**src/xmi_map.svh**
```systemverilog
// register indices, field positions, reset values and timing counts of the mac interface block
`ifndef XMI_MAP_SVH
`define XMI_MAP_SVH
`define XMI_IDX_RIC 12'h032
`define XMI_IDX_DLY 12'h086
`define XMI_IDX_STRAP 12'h06e
`define XMI_IDX_LINK 12'h040
`define XMI_RIC_RGMII_EN 7
`define XMI_RIC_TX_SHIFT 1
`define XMI_RIC_RX_SHIFT 0
`define XMI_DLY_TX_LSB 4
`define XMI_DLY_RX_LSB 0
`define XMI_STRAP_BIT 0
`define XMI_LINK_FDX 2
`define XMI_LINK_CRS 4
`define XMI_LINK_COL 5
`define XMI_LINK_TX_ACT 6
`define XMI_LINK_RX_ACT 7
`define XMI_RIC_RST 16'h0000
`define XMI_DLY_RST 16'h0000
`define XMI_LINK_RST 16'h0006
`define XMI_SPD_10 2'h0
`define XMI_SPD_100 2'h1
`define XMI_SPD_1000 2'h2
`define XMI_SKEW_STEP_PS 250
`define XMI_CLK_PERIOD_PS 10000
`define XMI_HALF_PS_10 200000
`define XMI_HALF_PS_100 20000
`define XMI_HALF_PS_1000 4000
`define XMI_HALF_CYC_10 (`XMI_HALF_PS_10 / `XMI_CLK_PERIOD_PS)
`define XMI_HALF_CYC_100 (`XMI_HALF_PS_100 / `XMI_CLK_PERIOD_PS)
`define XMI_HALF_CYC_1000 (`XMI_HALF_PS_1000 / `XMI_CLK_PERIOD_PS)
`endif

```
**src/xmi_pkg.sv**
```systemverilog
// types shared by the mac interface block
package xmi_pkg;
  typedef enum logic [1:0] {XMI_RGMII_GIG, XMI_RGMII_NIB, XMI_GMII, XMI_MII} xmi_mode_t;
  typedef struct packed {
    logic [7:0] data;
    logic en;
    logic er;
  } xmi_byte_t;
  typedef struct packed {
    logic clk;
    logic [7:0] d;
    logic ctl;
    logic er;
  } xmi_tx_pins_t;
endpackage

```
**src/xmi_top.sv**
```systemverilog
// mac-facing rgmii / gmii / mii data interface with apb register access
// Behaviour
// - interface-select bit 7 of reduced_interface_control: 1 reduced-pin, 0 gmii
// - that bit loads its reset value from the rgmii-disable strap level
// - the sampled strap value reads back in strap_status_first
// - reduced-pin clocks run at gigabit, 100 or 10 rates by speed; at gigabit the receive clock runs at half the core clock
// - gigabit reduced-pin: low nibble on rising edge, high nibble on falling
// - control line: enable on rising edge, error-related value on falling edge
// - receive control high both edges in frame, low both edges when idle
// - separate transmit and receive skew, sixteen settings each
// - aligned mode adds no skew; shift mode uses delay control in quarter-ns steps
// - at 10/100 reduced-pin, mac makes transmit clock, device makes receive clock
// - receive clock phases may stretch on speed change
// - no clock glitches during speed changes
// - at 10/100 reduced-pin the rising nibble may repeat on falling edge
// - gmii carries separate 8-bit paths synchronous to their clocks
// - gmii configuration carries 10/100 traffic over nibble mii signals
// - mii receive: 4-bit data, valid and error on a 2.5 or 25 MHz clock
// - mii transmit: mac gives 4-bit data and enable on transmit clock
// - carrier sense while receiving, and in half duplex while transmitting
// - collision in half duplex when transmit and receive overlap
// - no collision in full duplex
// - full duplex carrier sense follows receive activity only
// - carrier sense drops at end of packet
`timescale 1ns/1ps
`default_nettype none
`include "xmi_map.svh"
module xmi_top
  import xmi_pkg::*;
(
  input wire logic clk,
  input wire logic srst,
  input wire logic [13:0] paddr,
  input wire logic psel,
  input wire logic penable,
  input wire logic pwrite,
  input wire logic [31:0] pwdata,
  output logic [31:0] prdata,
  output logic pready,
  output logic pslverr,
  input wire logic strap_pin,
  input wire xmi_tx_pins_t tx_pins,
  output logic rx_clk_pin,
  output logic [7:0] rxd_pin,
  output logic rx_ctl_pin,
  output logic rx_er_pin,
  output logic mii_tx_clk_pin,
  output logic crs_pin,
  output logic col_pin,
  output logic [3:0] tx_skew_sel,
  output logic [3:0] rx_skew_sel,
  input wire xmi_byte_t rx_byte,
  output logic rx_take,
  output xmi_byte_t tx_byte,
  output logic tx_strobe
);

  function automatic logic [5:0] half_of(input logic [1:0] spd);
    int cyc;
    cyc = (spd == `XMI_SPD_10) ? `XMI_HALF_CYC_10 :
          (spd == `XMI_SPD_100) ? `XMI_HALF_CYC_100 : `XMI_HALF_CYC_1000;
    if (cyc < 1)
    begin
      cyc = 1;
    end
    return 6'(cyc);
  endfunction

  function automatic xmi_mode_t mode_of(input logic rgmii, input logic [1:0] spd);
    logic gig;
    gig = (spd != `XMI_SPD_10) && (spd != `XMI_SPD_100);
    if (rgmii)
    begin
      return gig ? XMI_RGMII_GIG : XMI_RGMII_NIB;
    end
    return gig ? XMI_GMII : XMI_MII;
  endfunction

  logic [15:0] ric;
  logic [15:0] dly;
  logic [15:0] link;
  logic strap_val;
  logic strap_done;
  logic strap_s1;
  logic strap_s2;
  xmi_tx_pins_t tx_s1;
  xmi_tx_pins_t tx_s2;
  logic gtx_prev;
  logic [11:0] idx;
  logic hit;
  logic wr_en;
  logic [31:0] rd_word;
  logic [5:0] half_cnt;
  logic [1:0] act_speed;
  logic rx_rise;
  logic rx_fall;
  xmi_mode_t rx_mode;
  xmi_mode_t tx_mode;
  xmi_byte_t rx_cur;
  logic rx_nib_hi;
  logic t_rise;
  logic t_fall;
  logic [3:0] tx_lo;
  logic [3:0] tx_cur;
  logic tx_ctl_r;
  logic tx_nib_hi;
  logic tx_er_lo;
  logic tx_act;
  logic nib_ev;
  logic [3:0] nib_val;
  logic nib_en;
  logic nib_er;

  // two-stage synchronisers; left unreset so the strap is already settled when reset ends
  always_ff @(posedge clk)
  begin
    strap_s1 <= strap_pin;
    strap_s2 <= strap_s1;
    tx_s1 <= tx_pins;
    tx_s2 <= tx_s1;
  end

  // apb slave: zero-wait access phase, error on unmapped or misaligned word
  assign idx = paddr[13:2];
  assign hit = (paddr[1:0] == 2'h0) && ((idx == `XMI_IDX_RIC) || (idx == `XMI_IDX_DLY)
               || (idx == `XMI_IDX_STRAP) || (idx == `XMI_IDX_LINK));
  assign wr_en = psel && penable && pready && pwrite && !pslverr;

  always_comb
  begin
    rd_word = 32'h0;
    unique case (idx)
      `XMI_IDX_RIC: rd_word[15:0] = ric;
      `XMI_IDX_DLY: rd_word[15:0] = dly;
      `XMI_IDX_STRAP: rd_word[`XMI_STRAP_BIT] = strap_val;
      `XMI_IDX_LINK:
      begin
        rd_word[15:0] = link;
        rd_word[`XMI_LINK_CRS] = crs_pin;
        rd_word[`XMI_LINK_COL] = col_pin;
        rd_word[`XMI_LINK_TX_ACT] = tx_act;
        rd_word[`XMI_LINK_RX_ACT] = rx_byte.en;
      end
      default: rd_word = 32'h0;
    endcase
  end

  always_ff @(posedge clk)
  begin
    if (srst)
    begin
      pready <= 1'b0;
      pslverr <= 1'b0;
      prdata <= 32'h0;
    end
    else if (psel && !penable)
    begin
      pready <= 1'b1;
      pslverr <= !hit;
      prdata <= hit ? rd_word : 32'h0;
    end
    else
    begin
      pready <= 1'b0;
      pslverr <= 1'b0;
    end
  end

  // control registers; the strap is caught on the first cycle after reset release
  always_ff @(posedge clk)
  begin
    if (srst)
    begin
      ric <= `XMI_RIC_RST;
      dly <= `XMI_DLY_RST;
      link <= `XMI_LINK_RST;
      strap_val <= 1'b0;
      strap_done <= 1'b0;
    end
    else
    begin
      if (!strap_done)
      begin
        strap_val <= strap_s2;
        ric[`XMI_RIC_RGMII_EN] <= !strap_s2;
        strap_done <= 1'b1;
      end
      else if (wr_en && idx == `XMI_IDX_RIC)
      begin
        ric <= pwdata[15:0];
      end
      if (wr_en && idx == `XMI_IDX_DLY)
      begin
        dly <= pwdata[15:0];
      end
      if (wr_en && idx == `XMI_IDX_LINK)
      begin
        link <= {13'h0, pwdata[2:0]};
      end
    end
  end

  // skew taps for the pad delay cells, one step is XMI_SKEW_STEP_PS
  always_ff @(posedge clk)
  begin
    if (srst)
    begin
      tx_skew_sel <= 4'h0;
      rx_skew_sel <= 4'h0;
    end
    else
    begin
      tx_skew_sel <= ric[`XMI_RIC_TX_SHIFT] ? dly[`XMI_DLY_TX_LSB +: 4] : 4'h0;
      rx_skew_sel <= ric[`XMI_RIC_RX_SHIFT] ? dly[`XMI_DLY_RX_LSB +: 4] : 4'h0;
    end
  end

  // receive clock divider; gigabit is scaled down since the core clock cannot reach it
  assign rx_rise = (half_cnt == half_of(act_speed) - 6'h1) && !rx_clk_pin;
  assign rx_fall = (half_cnt == half_of(act_speed) - 6'h1) && rx_clk_pin;
  assign rx_mode = mode_of(ric[`XMI_RIC_RGMII_EN], act_speed);

  always_ff @(posedge clk)
  begin
    if (srst)
    begin
      half_cnt <= 6'h0;
      rx_clk_pin <= 1'b0;
      act_speed <= `XMI_SPD_1000;
    end
    else if (rx_rise || rx_fall)
    begin
      half_cnt <= 6'h0;
      rx_clk_pin <= !rx_clk_pin;
      // speed only changes as a high phase ends, so phases stretch but never split
      if (rx_fall)
      begin
        act_speed <= link[1:0];
      end
    end
    else
    begin
      half_cnt <= half_cnt + 6'h1;
    end
  end

  // mii transmit clock is sourced here, same divider one cycle behind
  always_ff @(posedge clk)
  begin
    if (srst)
    begin
      mii_tx_clk_pin <= 1'b0;
    end
    else
    begin
      mii_tx_clk_pin <= (rx_mode == XMI_MII) && rx_clk_pin;
    end
  end

  // receive data path toward the mac
  always_ff @(posedge clk)
  begin
    if (srst)
    begin
      rxd_pin <= 8'h0;
      rx_ctl_pin <= 1'b0;
      rx_er_pin <= 1'b0;
      rx_cur <= '0;
      rx_nib_hi <= 1'b0;
      rx_take <= 1'b0;
    end
    else
    begin
      rx_take <= 1'b0;
      if (rx_rise)
      begin
        unique case (rx_mode)
          XMI_RGMII_GIG:
          begin
            rx_cur <= rx_byte;
            rx_take <= 1'b1;
            rxd_pin <= {4'h0, rx_byte.data[3:0]};
            rx_ctl_pin <= rx_byte.en;
            rx_er_pin <= 1'b0;
          end
          XMI_GMII:
          begin
            rx_take <= 1'b1;
            rxd_pin <= rx_byte.data;
            rx_ctl_pin <= rx_byte.en;
            rx_er_pin <= rx_byte.er;
          end
          XMI_RGMII_NIB, XMI_MII:
          begin
            // low nibble first, high nibble on the next clock
            if (!rx_nib_hi)
            begin
              rx_cur <= rx_byte;
              rx_take <= 1'b1;
              rx_nib_hi <= rx_byte.en;
              rxd_pin <= {4'h0, rx_byte.data[3:0]};
              rx_ctl_pin <= rx_byte.en;
              rx_er_pin <= (rx_mode == XMI_MII) && rx_byte.er;
            end
            else
            begin
              rx_nib_hi <= 1'b0;
              rxd_pin <= {4'h0, rx_cur.data[7:4]};
              rx_ctl_pin <= rx_cur.en;
              rx_er_pin <= (rx_mode == XMI_MII) && rx_cur.er;
            end
          end
        endcase
      end
      else if (rx_fall)
      begin
        if (rx_mode == XMI_RGMII_GIG)
        begin
          rxd_pin <= {4'h0, rx_cur.data[7:4]};
          rx_ctl_pin <= rx_cur.en ^ rx_cur.er;
        end
        else if (rx_mode == XMI_RGMII_NIB)
        begin
          // nibble stays on the pins: repeated on the falling edge
          rx_ctl_pin <= rx_cur.en ^ rx_cur.er;
        end
      end
    end
  end

  // transmit edges: own clock for mii, mac clock otherwise; mac clock edges lag the pins by two cycles, the mii edge is rx_rise, a cycle before rx_clk_pin rises
  assign tx_mode = mode_of(ric[`XMI_RIC_RGMII_EN], act_speed);
  assign t_rise = (tx_mode == XMI_MII) ? rx_rise : (tx_s2.clk && !gtx_prev);
  assign t_fall = (tx_mode == XMI_MII) ? 1'b0 : (!tx_s2.clk && gtx_prev);

  // one nibble source for both nibble modes
  always_comb
  begin
    if (tx_mode == XMI_MII)
    begin
      nib_ev = t_rise;
      nib_val = tx_s2.d[3:0];
      nib_en = tx_s2.ctl;
      nib_er = tx_s2.er;
    end
    else
    begin
      nib_ev = t_fall && (tx_mode == XMI_RGMII_NIB);
      nib_val = tx_cur;
      nib_en = tx_ctl_r;
      nib_er = tx_ctl_r ^ tx_s2.ctl;
    end
  end

  always_ff @(posedge clk)
  begin
    if (srst)
    begin
      gtx_prev <= 1'b0;
      tx_lo <= 4'h0;
      tx_cur <= 4'h0;
      tx_ctl_r <= 1'b0;
      tx_nib_hi <= 1'b0;
      tx_er_lo <= 1'b0;
      tx_act <= 1'b0;
      tx_byte <= '0;
      tx_strobe <= 1'b0;
    end
    else
    begin
      gtx_prev <= tx_s2.clk;
      tx_strobe <= 1'b0;
      if (t_rise && tx_mode != XMI_MII)
      begin
        tx_cur <= tx_s2.d[3:0];
        tx_ctl_r <= tx_s2.ctl;
      end
      if (t_rise && tx_mode == XMI_GMII)
      begin
        tx_byte <= '{data: tx_s2.d, en: tx_s2.ctl, er: tx_s2.er};
        tx_strobe <= tx_s2.ctl || tx_s2.er;
        tx_act <= tx_s2.ctl;
      end
      if (t_fall && tx_mode == XMI_RGMII_GIG)
      begin
        tx_byte <= '{data: {tx_s2.d[3:0], tx_cur}, en: tx_ctl_r,
                     er: tx_ctl_r ^ tx_s2.ctl};
        tx_strobe <= tx_ctl_r || (tx_ctl_r ^ tx_s2.ctl);
        tx_act <= tx_ctl_r;
      end
      if (nib_ev)
      begin
        tx_act <= nib_en;
        if (!nib_en)
        begin
          tx_nib_hi <= 1'b0;
        end
        else if (!tx_nib_hi)
        begin
          tx_lo <= nib_val;
          tx_er_lo <= nib_er;
          tx_nib_hi <= 1'b1;
        end
        else
        begin
          tx_byte <= '{data: {nib_val, tx_lo}, en: 1'b1, er: nib_er || tx_er_lo};
          tx_strobe <= 1'b1;
          tx_nib_hi <= 1'b0;
        end
      end
    end
  end

  // media status; rx_byte.en is the receive frame level from the line side
  always_ff @(posedge clk)
  begin
    if (srst)
    begin
      crs_pin <= 1'b0;
      col_pin <= 1'b0;
    end
    else
    begin
      crs_pin <= rx_byte.en || (!link[`XMI_LINK_FDX] && tx_act);
      col_pin <= !link[`XMI_LINK_FDX] && rx_byte.en && tx_act;
    end
  end

endmodule
`default_nettype wire

```
**config.mk**
```make
export PLATFORM = sky130hd
export DESIGN_NAME = xmi_top
export DESIGN_NICKNAME = d
export VERILOG_FILES = /design/src/xmi_pkg.sv /design/src/xmi_top.sv
export VERILOG_INCLUDE_DIRS = /design/src
export SDC_FILE = /design/constraint.sdc
export NUM_CORES = 1
export LEC_CHECK = 0
export BUFFER_PORTS_ARGS = -buffer_cell sky130_fd_sc_hd__buf_2
export CAP_MARGIN = 20
export CORE_ASPECT_RATIO = 1.5
export CORE_MARGIN = 10
export CORE_UTILIZATION = 53
export CTS_CLUSTER_SIZE = 20
export DETAILED_ROUTE_END_ITERATION = 8
export GPL_TIMING_DRIVEN = 0
export PLACE_DENSITY = 0.8
export SLEW_MARGIN = 20
export SYNTH_ARGS = -nofsm -noshare
export SYNTH_HDL_FRONTEND = slang
export SYNTH_SLANG_ARGS = --single-unit
```
**constraint.sdc**
```tcl
create_clock -name clk -period 2.46 [get_ports clk]
set_clock_uncertainty 0.05 [all_clocks]
set_input_delay 0.246 -clock clk [delete_from_list [all_inputs] [get_ports clk]]
set_output_delay 0.246 -clock clk [all_outputs]
set_load 0.01 [all_outputs]
```
==> results.sh <==
export IMPL_cap_violations=0
export IMPL_finalWirelength_um=14900
export IMPL_p_seq_share_pct=39.4
export IMPL_synth_compound_area_share_pct=12.83
export IMPL_final_common_cell="dfxtp_1"
export IMPL_cts_root_buf="clkbuf_16"
export IMPL_setup_violations=0
export IMPL_critPathLaunch="act_speed[1]$_SDFFE_PP1P_"
export IMPL_grtUsageMet1_pct=20.03
export IMPL_dieArea_um2=15060
export IMPL_num_vias=4780
export IMPL_fp_dieW_um=103.6
export IMPL_grt_use_met3_pct=5.578
export IMPL_synth_area_top_cells="dfxtp_1 51%, mux2i_1 12%, nor2_1 5.9%"
export IMPL_grt_pass1_wl_um=24060
export IMPL_p_clk_share_pct=40.6
export IMPL_rsz0062_at_grt="false"
export IMPL_final_setup_tns_ns=0
export IMPL_synth_top_area_cell="dfxtp_1"
export IMPL_yosys_area_share_adder_pct=0.4503
export IMPL_worstPathMaxFanout=9
export IMPL_dpl_hpwl_um=10810
export IMPL_power_internal_uw=4752
export IMPL_worst_slew_pin_slew_ns=0.6866
export IMPL_cts_tree="yes"
export IMPL_p_sw_uw=1828
export IMPL_yosys_warnings=0
export IMPL_cts_buffers=17
export IMPL_switching_share_pct=27.78
export IMPL_met2_usage_pct=33.87
export IMPL_grt_pass1_vias=4954
export IMPL_r2r_start="act_speed[1]$_SDFFE_PP1P_"
export IMPL_dr_pass1_iters=4
export IMPL_finalHoldViolations=0
export IMPL_port_buffers=108
export IMPL_syn_avg_cell_area_um2=9.835
export IMPL_cts_max_path_buffers=2
export IMPL_io_pins=141
export IMPL_synth_edf_count=0
export IMPL_synth_mux_area_share_pct=13.06
export IMPL_antenna_found_initial=0
export IMPL_yosys_cell_types_count=61
export IMPL_criticalPathCategory="reg -> reg"
export IMPL_regToRegSetupSlack_ns=0.16
export IMPL_dp_slack_ns=0.1708
export IMPL_wl_per_cell_um=17.09
export IMPL_worstSetupStartpointType="register"
export IMPL_yosysSeqAreaShare_pct=50.80
export IMPL_final_period_utilization_pct=93.53
export IMPL_synth_area_um2=5557
export IMPL_cp_required_ns=2.71
export IMPL_cts_htree_levels=4
export IMPL_worstPathCellList="nor2_2 -> mux2i_1 -> nor2b_1 -> and2_1 -> buf_2 -> a311oi_1"
export IMPL_power_density_nw_per_um2=930.2
export IMPL_gp_congestion=0.8776
export IMPL_drt_first_iter_violations=166
export IMPL_crit_slowest_cell="nor2_2"
export IMPL_worstHoldPathType="in -> reg"
export IMPL_power_uw=6579
export IMPL_rr_worst_depth=6
export IMPL_synth_top_family_by_area="simple AND/OR/NAND/NOR gates"
export IMPL_ant_nets=0
export IMPL_worst_setup_path_end_kind="register"
export IMPL_grt_start_max_net_pins=17
export IMPL_p_leak_uw=0.003120
export IMPL_drive_gt1_share_pct=24.76
export IMPL_grt_use_total_pct=19.54
export IMPL_cp_arrival_ns=2.55
export IMPL_numClockSinks=141
export IMPL_crit_end="tx_byte[0]$_SDFF_PP0_"
export IMPL_status="finished clean"
export IMPL_top_usage_layer="met2"
export IMPL_worst_slack_ns=0.1593
export IMPL_clk_pin_slew_worst_paths_ns=0.06
export IMPL_synth_simple_area_share_pct=16.35
export IMPL_ir_drop_v=0.0006175
export IMPL_fmax_mhz=434.6
export IMPL_gr_total_overflow=0
export IMPL_synth_main_ff_cell="dfxtp_1"
export IMPL_clk_latency_ns=0.42
export IMPL_cts_resized_gates=0
export IMPL_hold_buffers=12
export IMPL_drc_errors=0
export IMPL_period_needed_ns=2.301
export IMPL_vias_per_cell=5.482
export IMPL_diodes=0
export IMPL_synthArstFlopShare_pct=0
export IMPL_core_rowCount=45
export IMPL_max_slew_margin_rel_pct=53.82
export IMPL_start_util_pct=54.52
export IMPL_p_comb_share_pct=20.0
export IMPL_core_area_um2=10190
export IMPL_drv_slew=0
export IMPL_layout_common_cells="141 x dfxtp_1, 117 x buf_2, 87 x nor2_1"
export IMPL_fp_dieH_um=145.4
export IMPL_synthToLayoutAreaGrowth_pct=27.29
export IMPL_r2r_end="tx_byte[0]$_SDFF_PP0_"
export IMPL_num_fill_cells=794
export IMPL_slowest_delay_ns=0.47
export IMPL_post_cts_buffers=0
export IMPL_layout_nets=794
export IMPL_ys_seq_elements=141
export IMPL_synth_xor_area_share_pct=0.6305
export IMPL_yosys_area_top_type_share_pct=50.80
export IMPL_synthCells=565
[synth_stat cells, drive strengths merged, types with 4 or more instances]
library cell    n
nand3           9
and2           11
mux2            4
a211oi         10
mux2i          68
and3            5
clkbuf         20
dfxtp         141
a22oi          15
a32oi           4
a21oi          17
a2bb2oi         9
o211ai          4
nor2           88
o21ai          22
a22o            9
inv            13
nor4b           5
nor3            4
nand2          27
buf            30
nor2b           9
[cell type report]
type / instances / area, um^2 / area share, %
Inverter: 13 / 48.80 / 0.6899
Tap cell: 141 / 176.4 / 2.494
Multi-Input combinational cell: 376 / 2467 / 34.88
Buffer: 50 / 274.0 / 3.874
Timing Repair Buffer: 120 / 660.6 / 9.340
Sequential cell: 141 / 2823 / 39.91
Clock buffer: 20 / 456.7 / 6.457
Clock inverter: 11 / 166.4 / 2.353
[per-layer routing]
layer,part of all wire (%),vias to the layer above
met5,0,-
met4,4.4,0
met3,6.0,57
met2,51,205
met1,38,2252
li1,-,2266
[state kept, by name, summed over array words and instances (netlist names), 2 cells and up]
register,count
tx_s2,11
tx_s1,11
tx_lo,4
rxd_pin,8
half_cnt,6
tx_cur,4
rx_skew_sel,4
link,3
rx_cur,6
prdata,16
ric,16
act_speed,2
dly,16
tx_skew_sel,4
tx_byte,10
[kinds of logic after synthesis]
kind of cell	after synthesis
AND/OR/NAND/NOR	179
adder cells (fa/ha/maj)	2
XOR/XNOR	4
flip-flops	141
multiplexers	72
buffers and inverters	63
AO/OA/AOI/OAI	103
other	1
[stage by stage]
step / std cells / cell area, um^2 / hold WS (ns) / utilization [%]
final: 872 / 7073 / 0.01069 / 69.40
after global routing: 872 / 7073 / 0.01007 / 69.40
after CTS: 872 / 7073 / 0.005720 / 69.40
after detailed placement: 829 / 6330 / 0.2632 / 62.11
after global placement: 829 / 6330 / 0.2602 / 62.11
after floorplan: 580 / 5613 / 0.2237 / -
[how the worst min path moves through the flow]
stage,from,to,cells after the start
finish,srst,pready$_SDFF_PP0_,2
global placement,tx_s1[0]$_DFF_P_,tx_s2[0]$_DFF_P_,0
detailed placement,tx_s1[5]$_DFF_P_,tx_s2[5]$_DFF_P_,0
floorplan,strap_pin,strap_s1$_DFF_P_,0
global route,srst,pready$_SDFF_PP0_,2
CTS,srst,pready$_SDFF_PP0_,2
[critical path: cells and delay by family (launching register included)]
kind / cells / cell delay (ns)
simple gates: 3 / 0.82
mux: 1 / 0.43
flops: 1 / 0.35
compound gates: 1 / 0.35
buf+inv: 1 / 0.17
[power by group through the flow]
| stage | Clock, uW | Sequential (uW) | Combinational [uW] |
|---|---|---|---|
| after floorplan | 0 | 2650 | 863 |
| after global placement | 0 | 2620 | 1240 |
| after detailed placement | 0 | 2630 | 1280 |
| after CTS | 2690 | 2590 | 1310 |
| after global routing | 2810 | 2610 | 1430 |
| final | 2670 | 2590 | 1310 |
(Power assumes the default switching activity.)
